**config.mk**
```make
export PLATFORM = sky130hd
export DESIGN_NAME = sbs_tap
export DESIGN_NICKNAME = d
export VERILOG_FILES = /design/src/rtl/sbs_sync2.v /design/src/rtl/sbs_tap.v
export VERILOG_INCLUDE_DIRS = /design/src /design/src/pkg
export SDC_FILE = /design/constraint.sdc
export NUM_CORES = 1
export LEC_CHECK = 0
export BUFFER_PORTS_ARGS = -buffer_cell sky130_fd_sc_hd__buf_4
export CORE_MARGIN = 3
export CORE_UTILIZATION = 45
export DETAILED_ROUTE_END_ITERATION = 7
export HOLD_SLACK_MARGIN = 0.05
export PLACE_DENSITY = 0.72
export SYNTH_ARGS = -nofsm -noshare
export SYNTH_HDL_FRONTEND = slang
export SYNTH_SLANG_ARGS = --single-unit
```
**constraint.sdc**
```tcl
create_clock -name mclk -period 3.2 [get_ports mclk]
set_input_delay 0.16 -clock mclk [delete_from_list [all_inputs] [get_ports mclk]]
set_output_delay 0.16 -clock mclk [all_outputs]
set_load 0.05 [all_outputs]
```
**src/pkg/sbs_tap_map.vh**
```
`ifndef SBS_TAP_MAP_VH
`define SBS_TAP_MAP_VH
// instruction codes, msb on the left
`define SBS_IR_W 3
`define SBS_OP_EXTEST 3'h0
`define SBS_OP_IDCODE 3'h1
`define SBS_OP_SAMPZ 3'h2
`define SBS_OP_RSV1 3'h3
`define SBS_OP_PRELOAD 3'h4
`define SBS_OP_PRIV 3'h5
`define SBS_OP_RSV2 3'h6
`define SBS_OP_BYPASS 3'h7
`define SBS_IR_CAPT 2'h1
`define SBS_ID_W 32
// arbitrary neutral identification value
`define SBS_ID_VALUE 32'h00000001
`define SBS_BSR_W 16
`define SBS_DQ_W 8
`define SBS_IN_W 8
// tap states
`define SBS_TLR 4'h0
`define SBS_RTI 4'h1
`define SBS_SELDR 4'h2
`define SBS_CAPDR 4'h3
`define SBS_SHDR 4'h4
`define SBS_EX1DR 4'h5
`define SBS_PADR 4'h6
`define SBS_EX2DR 4'h7
`define SBS_UPDR 4'h8
`define SBS_SELIR 4'h9
`define SBS_CAPIR 4'hA
`define SBS_SHIR 4'hB
`define SBS_EX1IR 4'hC
`define SBS_PAIR 4'hD
`define SBS_EX2IR 4'hE
`define SBS_UPIR 4'hF
`endif

```
**src/rtl/sbs_sync2.v**
```verilog
`timescale 1ns/1ps
`include "sbs_tap_map.vh"
module sbs_sync2 (
  // clock and reset
  input wire mclk,
  input wire rst,
  // level in and out
  input wire asyncIn,
  output reg syncOut
);
  reg meta_q;
  always @(posedge mclk)
  begin
    if (rst)
    begin
      meta_q <= 1'b1;
      syncOut <= 1'b1;
    end
    else
    begin
      meta_q <= asyncIn;
      syncOut <= meta_q;
    end
  end
endmodule // sbs_sync2

```
**src/rtl/sbs_tap.v**
```verilog
`timescale 1ns/1ps
`include "sbs_tap_map.vh"
module sbs_tap (
  // clock and reset
  input wire mclk,
  input wire rst,
  // test port pins
  input wire tck,
  input wire tms,
  input wire tdi,
  output reg tdo,
  output reg tdoOe,
  // memory pin levels seen by the scan ring
  input wire [`SBS_IN_W-1:0] pinIn,
  input wire [`SBS_DQ_W-1:0] dqIn,
  // functional output path of the memory
  input wire [`SBS_DQ_W-1:0] funcDq,
  input wire funcDqOe,
  input wire [1:0] funcEchoClk,
  // pin drivers
  output reg [`SBS_DQ_W-1:0] dqOut,
  output reg dqOe,
  output reg [1:0] echoClockOut
);
  wire tckS;
  wire tmsS;
  wire tdiS;
  reg tckPrev_q;
  reg [3:0] state_q;
  reg [3:0] state_d;
  reg [`SBS_IR_W-1:0] irShift_q;
  reg [`SBS_IR_W-1:0] ir_q;
  reg [`SBS_ID_W-1:0] idShift_q;
  reg [`SBS_BSR_W-1:0] bsr_q;
  reg [`SBS_DQ_W-1:0] drive_q;
  reg bypass_q;
  reg extActive_q;
  // pins come from outside: two-stage synchronisers
  sbs_sync2 uTck (.mclk(mclk), .rst(rst), .asyncIn(tck), .syncOut(tckS));
  sbs_sync2 uTms (.mclk(mclk), .rst(rst), .asyncIn(tms), .syncOut(tmsS));
  sbs_sync2 uTdi (.mclk(mclk), .rst(rst), .asyncIn(tdi), .syncOut(tdiS));
  wire tckRise = tckS & ~tckPrev_q;
  wire tckFall = ~tckS & tckPrev_q;
  // unlisted codes 011, 101, 110 fall to bypass
  wire selBsr = (ir_q == `SBS_OP_EXTEST) | (ir_q == `SBS_OP_SAMPZ) |
    (ir_q == `SBS_OP_PRELOAD);
  wire selId = (ir_q == `SBS_OP_IDCODE);
  wire selByp = ~selBsr & ~selId;
  // dq pin levels above the input pin levels, no pinless cells
  wire [`SBS_BSR_W-1:0] ringLevels = {dqIn, pinIn};
  always @*
  begin
    state_d = state_q;
    case (state_q)
      `SBS_TLR: state_d = tmsS ? `SBS_TLR : `SBS_RTI;
      `SBS_RTI: state_d = tmsS ? `SBS_SELDR : `SBS_RTI;
      `SBS_SELDR: state_d = tmsS ? `SBS_SELIR : `SBS_CAPDR;
      `SBS_CAPDR: state_d = tmsS ? `SBS_EX1DR : `SBS_SHDR;
      `SBS_SHDR: state_d = tmsS ? `SBS_EX1DR : `SBS_SHDR;
      `SBS_EX1DR: state_d = tmsS ? `SBS_UPDR : `SBS_PADR;
      `SBS_PADR: state_d = tmsS ? `SBS_EX2DR : `SBS_PADR;
      `SBS_EX2DR: state_d = tmsS ? `SBS_UPDR : `SBS_SHDR;
      `SBS_UPDR: state_d = tmsS ? `SBS_SELDR : `SBS_RTI;
      `SBS_SELIR: state_d = tmsS ? `SBS_TLR : `SBS_CAPIR;
      `SBS_CAPIR: state_d = tmsS ? `SBS_EX1IR : `SBS_SHIR;
      `SBS_SHIR: state_d = tmsS ? `SBS_EX1IR : `SBS_SHIR;
      `SBS_EX1IR: state_d = tmsS ? `SBS_UPIR : `SBS_PAIR;
      `SBS_PAIR: state_d = tmsS ? `SBS_EX2IR : `SBS_PAIR;
      `SBS_EX2IR: state_d = tmsS ? `SBS_UPIR : `SBS_SHIR;
      `SBS_UPIR: state_d = tmsS ? `SBS_SELDR : `SBS_RTI;
      default: state_d = `SBS_TLR;
    endcase
  end
  // rising tck: state walk, capture and shift
  always @(posedge mclk)
  begin
    if (rst)
    begin
      tckPrev_q <= 1'b1;
      state_q <= `SBS_TLR;
      irShift_q <= `SBS_OP_IDCODE;
      ir_q <= `SBS_OP_IDCODE;
      idShift_q <= {`SBS_ID_W{1'b0}};
      bsr_q <= {`SBS_BSR_W{1'b0}};
      bypass_q <= 1'b0;
    end
    else
    begin
      tckPrev_q <= tckS;
      if (tckRise)
      begin
        state_q <= state_d;
        case (state_q)
          `SBS_TLR: ir_q <= `SBS_OP_IDCODE;
          `SBS_CAPIR: irShift_q <= {ir_q[`SBS_IR_W-1], `SBS_IR_CAPT};
          `SBS_SHIR: irShift_q <= {tdiS, irShift_q[`SBS_IR_W-1:1]};
          `SBS_CAPDR:
          begin
            if (selBsr)
              bsr_q <= ringLevels;
            if (selId)
              idShift_q <= `SBS_ID_VALUE;
            bypass_q <= 1'b0;
          end
          `SBS_SHDR:
          begin
            if (selBsr)
              bsr_q <= {tdiS, bsr_q[`SBS_BSR_W-1:1]};
            if (selId)
              idShift_q <= {tdiS, idShift_q[`SBS_ID_W-1:1]};
            bypass_q <= tdiS;
          end
          default: bypass_q <= bypass_q;
        endcase
      end
      // new instruction takes effect at the update-ir fall
      if (tckFall && (state_q == `SBS_UPIR))
        ir_q <= irShift_q;
    end
  end
  // falling tck: tdo and parallel update onto drivers
  always @(posedge mclk)
  begin
    if (rst)
    begin
      tdo <= 1'b1;
      tdoOe <= 1'b0;
      drive_q <= {`SBS_DQ_W{1'b0}};
      extActive_q <= 1'b0;
    end
    else if (tckFall)
    begin
      tdoOe <= (state_q == `SBS_SHDR) | (state_q == `SBS_SHIR);
      if (state_q == `SBS_SHIR)
        tdo <= irShift_q[0];
      else if (selId)
        tdo <= idShift_q[0];
      else if (selBsr)
        tdo <= bsr_q[0];
      else
        tdo <= bypass_q;
      if (state_q == `SBS_TLR)
        extActive_q <= 1'b0;
      else if (state_q == `SBS_UPIR)
      begin
        extActive_q <= (irShift_q == `SBS_OP_EXTEST);
        drive_q <= bsr_q[`SBS_BSR_W-1:`SBS_IN_W];
      end
      else if (state_q == `SBS_UPDR && extActive_q)
        drive_q <= bsr_q[`SBS_BSR_W-1:`SBS_IN_W];
    end
  end
  // output drivers; extest overrides the functional dq path, samplez gates its enable
  always @(posedge mclk)
  begin
    if (rst)
    begin
      dqOut <= {`SBS_DQ_W{1'b0}};
      dqOe <= 1'b0;
      echoClockOut <= 2'h0;
    end
    else
    begin
      echoClockOut <= funcEchoClk;
      if (extActive_q)
      begin
        dqOut <= drive_q;
        dqOe <= 1'b1;
      end
      else
      begin
        dqOut <= funcDq;
        dqOe <= funcDqOe & (ir_q != `SBS_OP_SAMPZ);
      end
    end
  end
endmodule // sbs_tap

```
# After elaboration in Yosys (flattened, before gate mapping)
# Cells that the tools add are included.
# totals
regBits	88
out_inout_bits	13
# op_classes
eq_ne	23
n_mux	33
n_bitwise	9
reduce_logical	21
# op_table
cell	count
2-to-1 mux 32 bit	2
one-hot mux 32 bit (2 select lines)	1
one-hot mux 4 bit (12 select lines)	1
== test 4 bit, second input constant	8
2-to-1 mux 16 bit	2
one-hot mux 16 bit (2 select lines)	1
2-to-1 mux 8 bit	3
== test 4 x 3 -> 1 bit, second input constant	4
2-to-1 mux 4 bit	4
2-to-1 mux 3 bit	5
nonzero test 2 bit	6
2-to-1 mux 1 bit	9
== test 4 x 2 -> 1 bit, second input constant	2
!= test 2 bit, second input constant	4
AND reduction 2 bit	4
AND reduction 4 bit	2
logical NOT 3 bit	2
2-to-1 mux 2 bit	3
one-hot mux 3 bit (2 select lines)	1
== test 4 x 1 -> 1 bit, second input constant	1
logical NOT 4 bit	1
OR reduction 2 bit	2
bitwise AND 1 bit	3
== test 3 x 1 -> 1 bit, second input constant	1
other kinds (9)	14

# Logic depth before layout (Yosys ltp)
# depth
word_depth	6
mapped_depth	6
mapped_depth_nobuf	4

# Modules after synthesis
# From an unflattened synthesis, not the netlist that was laid out.
# unflattened
hier_cells	413
hier_area_um2	3768.6
# modules_own_cells
mod	instances	cells_per_inst	area_per_inst_um2	seq_area_each_um2
sbs_tap	1	401	3611.0	1641.6
sbs_sync2	3	4	52.6	40.0

# Least setup slack after synthesis
# No wires, ideal clock.
# synth_timing
path_type	register to register
start	reg state_q[0]
end	reg idShift_q[1]
setup_time_ns	0.070
t_arrival_ns	1.735
t_required_ns	3.130
path_slack_ns	1.395
path_stages_with_launch	7
period_less_slack_ns	1.805
cell_sequence	dfxtp_1 buf_6 or3b_4 a2111oi_4 buf_6 nand3_1 a21oi_1
# synth_via
elab_chain_cells	3
# synth_lines
element	line_no	text
from (decl)	sbs_tap.v:29	reg [3:0] state_q;
from (signal assigned)	sbs_tap.v:80	state_q <= `SBS_TLR;
from (signal assigned)	sbs_tap.v:92	state_q <= state_d;
== test 4 x 2 -> 1 bit / == test 4 x 3 -> 1 bit (equally long branches)	sbs_tap.v:93	case (state_q)
!= test 2 bit (no line) / nonzero test 2 bit (equally long branches)	--	
AND reduction 4 bit (no line)	--	
to (signal assigned)	sbs_tap.v:83	idShift_q <= {`SBS_ID_W{1'b0}};
to (signal assigned)	sbs_tap.v:102	idShift_q <= `SBS_ID_VALUE;
to (signal assigned)	sbs_tap.v:110	idShift_q <= {tdiS, idShift_q[`SBS_ID_W-1:1]};
to (decl)	sbs_tap.v:33	reg [`SBS_ID_W-1:0] idShift_q;
# Several ways; a longest one is shown, not always the timed one.
# A chain may end at the register's enable or synchronous reset.

# Worst setup path in the final report
# layout_timing
start	reg state_q[0]
end	reg idShift_q[5]
# The elaborated chain is that of the path after synthesis.

==> flow_metrics.py <==
metrics = {
    "route": {
        "wl_per_cell_um": 13.3,
        "drtAntennaViolNets": 0,
        "drt_pre_antenna_iters": 6,
        "routed_wl_um": 7410,
        "viasPerCell": 5.34,
        "initialDrtViolationCount": 173,
        "drc_errors": 0,
        "vias": 2964,
    },
    "clock_tree": {
        "root_buffer": "clkbuf_8",
        "cts_resized": 0,
        "postCtsSetupRepairBufs": 0,
        "clock-sinks": 88,
        "ctsHoldBuffers": 12,
        "clock_latency_ps": 360,
        "cts_tree": "built",
        "path_clk_slew_ps": 90,
        "numCtsBuffers": 9,
        "ctsHtreeMaxLevel": 3,
        "clockBufferDepth": 2,
    },
    "placement": {
        "dp_hpwl_um": 4690,
        "port_buffers": 44,
        "dp.cells": 527,
        "gp_congestion": 0.755,
    },
    "yosys": {
        "ys_seq_elements": 88,
        "synth_cells": 413,
        "ys_seq_area_share_pct": 46.7,
        "ys_types": 45,
        "syn_nets": 445,
        "async_flop_share_pct": 0,
        "ys.flop_type": "dfxtp_1",
        "synth-edff-count": 0,
        "avgSynthCellArea_um2": 9.13,
        "synth-warning-count": 0,
        "netlist_area_um2": 3770,
    },
    "critical_path": {
        "cp.arrival_ps": 2500,
        "cp.required_ps": 3400,
        "path_class": "reg2reg",
        "max_stage_delay_ps": 840,
        "crit_fanout": 31,
        "cp_slowest_cell": "a2111o_1",
        "crit_buf_inv": 0,
        "cp_cell_sequence": "nand3b_1, a2111o_1, nand2_1, a21oi_1",
        "crit_family": "compound AO/OA/AOI/OAI gates",
        "end_kind": "flop",
        "crit_path_start_kind": "flop",
    },
    "pwr": {
        "vdd_drop_max_uv": 262,
        "power_switching_share_pct": 24.1,
        "power_frac_clock_pct": 39.4,
        "power_switching_mw": 0.495,
        "p_per_area_nw_per_um2": 465,
        "intPower_mw": 1.56,
        "comb_power_share_pct": 6.4,
        "finalPower_mw": 2.05,
        "p_leak_nw": 1.46,
        "seq_power_share_pct": 54.2,
    },
    "cells_and_area": {
        "nets": 480,
        "area_delta_synth_final_pct": 16.9,
        "diodes": 0,
        "fin_cells": 555,
        "n_fill_cell": 726,
        "drive_above_1_share_pct": 21.0,
    },
    "sta": {
        "finalSetupViolCount": 0,
        "period_needed_ps": 2300,
        "rsz0062_at_grt": "no",
        "period_share_pct": 71.9,
        "fmax_mhz": 435,
        "finClkSkew_ps": 9.95,
        "fin_setup_tns_ps": 0,
        "finalHoldViolCount": 0,
        "slew_headroom_pct": 37.7,
        "slew_violations": 0,
        "max_slew.worst_pin.slew_ps": 935,
    },
    "floorplanning": {
        "die-area_um2": 9520,
        "start_util_pct": 47.6,
        "dieHeight_um": 97.6,
        "rows": 32,
        "fp.coreArea_um2": 7930,
        "ios": 45,
        "die_w_um": 97.6,
    },
    "global_routing": {
        "grt_use_total_pct": 16.2,
        "antenna_found_initial": 0,
        "overflow": 0,
        "grt_pass1_vias": 2872,
        "grt_max_degree": 90,
        "grt_pass1_wl_um": 13000,
    },
    "min_path": {
        "hp-class": "in2reg",
    },
    "outcome": {
        "outcome": "finished clean",
    },
    "run": {
        "max-cap-violations": 0,
    },
}
synth_stat cells, types with 2 or more instances:
cell type / instances / share of area, %
a211oi_1: 5 / 1.0
or2_2: 7 / 1.2
buf_2: 7 / 0.93
inv_1: 4 / 0.40
nor2_1: 45 / 4.5
buf_6: 6 / 1.8
a311oi_1: 3 / 0.70
o22ai_1: 3 / 0.50
a2111oi_4: 2 / 1.5
or3b_2: 2 / 0.46
a32oi_1: 2 / 0.46
a21oi_1: 41 / 5.4
clkbuf_1: 21 / 2.1
nand3_1: 37 / 4.9
and3_1: 2 / 0.33
buf_1: 2 / 0.20
nor3_1: 6 / 0.80
dfxtp_1: 88 / 47
nor2b_1: 7 / 1.2
nand2b_1: 4 / 0.66
a211oi_2: 14 / 4.6
mux2i_1: 36 / 9.6
o21ai_0: 6 / 0.80
a211o_1: 2 / 0.46
buf_4: 2 / 0.40
nand2_1: 40 / 4.0
sequential cells by signal, summed over array words and instances (netlist names):
register / flops
bsr_q: 16
bypass_q: 1
dqOe: 1
dqOut: 8
drive_q: 8
echoClockOut: 2
extActive_q: 1
idShift_q: 32
irShift_q: 3
ir_q: 3
state_q: 4
tckPrev_q: 1
tdo: 1
tdoOe: 1
uTck.meta_q: 1
uTck.syncOut: 1
uTdi.meta_q: 1
uTdi.syncOut: 1
uTms.meta_q: 1
uTms.syncOut: 1
stage by stage:
| stage | hold slack, ps | utilization, % | setup slack (ps) | instance area, um^2 |
|---|---|---|---|---|
| global route | 80.9 | 55.7 | 725 | 4410 |
| global placement | 345 | 51.5 | 1020 | 4080 |
| CTS | 55.3 | 55.7 | 947 | 4410 |
| finish | 56.4 | 55.7 | 899 | 4410 |
| detailed placement | 347 | 51.5 | 967 | 4080 |
| floorplan | 264 | - | 1390 | 3770 |
cell type report:
type / count / area, um^2 / area share (%)
sequential: 88 / 1760 / 39.9
clock inverter: 6 / 73.8 / 1.67
tap: 102 / 128 / 2.89
multi-input combinational: 283 / 1800 / 40.8
timing repair buffer: 62 / 495 / 11.2
clock buffer: 10 / 138 / 3.12
inverter: 4 / 15.0 / 0.340
routing by layer:
layer | global-route usage [%] | routed length [um]
met1 | 20.4 | 3510
met2 | 27.0 | 3520
met3 | 4.81 | 290
met4 | 4.58 | 89
met5 | 0 | 0
cell usage in the layout, fill, tap and decap left out, types with 2 or more instances in the layout:
cell type      instances
a2111oi_4              2
a211o_1                2
a211oi_1               5
a211oi_2              14
a21oi_1               41
a311oi_1               3
a32oi_1                2
and3_1                 2
buf_4                 50
clkbuf_8              10
clkinvlp_4             2
dfxtp_1               88
dlygate4sd3_1         12
inv_1                  4
inv_6                  2
mux2i_1               36
nand2_1               40
nand2b_1               4
nand3_1               37
nor2_1                45
nor2b_1                7
nor3_1                 6
o21ai_0                6
o22ai_1                3
or2_2                  7
or3b_2                 2
path summary, 6_finish.rpt:
kind                    start           end  slack [ps]  depth (start not counted)
setup / recovery   state_q[0]  idShift_q[5]         900                          4
hold / removal      funcDq[5]      dqOut[5]          60                          3
setup reg to reg   state_q[0]  idShift_q[5]         900                          4
hold reg to reg   uTms.meta_q  uTms.syncOut         410                          1
worst reg2reg max path, cell delays in order, from the launching register on:
cell      delay (ps)
dfxtp_1          680
nand3b_1         370
a2111o_1         840
nand2_1          190
a21oi_1           80
power by group through the flow:
stage	clock network (mW)	logic, mW	registers [mW]
finish	0.809	0.131	1.11
global route	0.873	0.142	1.11
CTS	0.827	0.132	1.11
detailed placement	0	0.120	1.14
global placement	0	0.119	1.14
floorplan	0	0.0412	1.17
cells by family (layout without fill, tap and decap cells):
| logic type | count (synthesis) | count (layout) | share of synthesized area (%) |
|---|---|---|---|
| and+or+nand+nor | 158 | 158 | 20.0 |
| DFF | 88 | 88 | 46.7 |
| buffers and inverters | 42 | 82 | 5.80 |
| xor gates and xnor gates | 1 | 1 | 0.232 |
| muxes | 36 | 36 | 9.55 |
| AOI/OAI and AO/OA | 88 | 88 | 17.7 |
(Power assumes the default switching activity.)
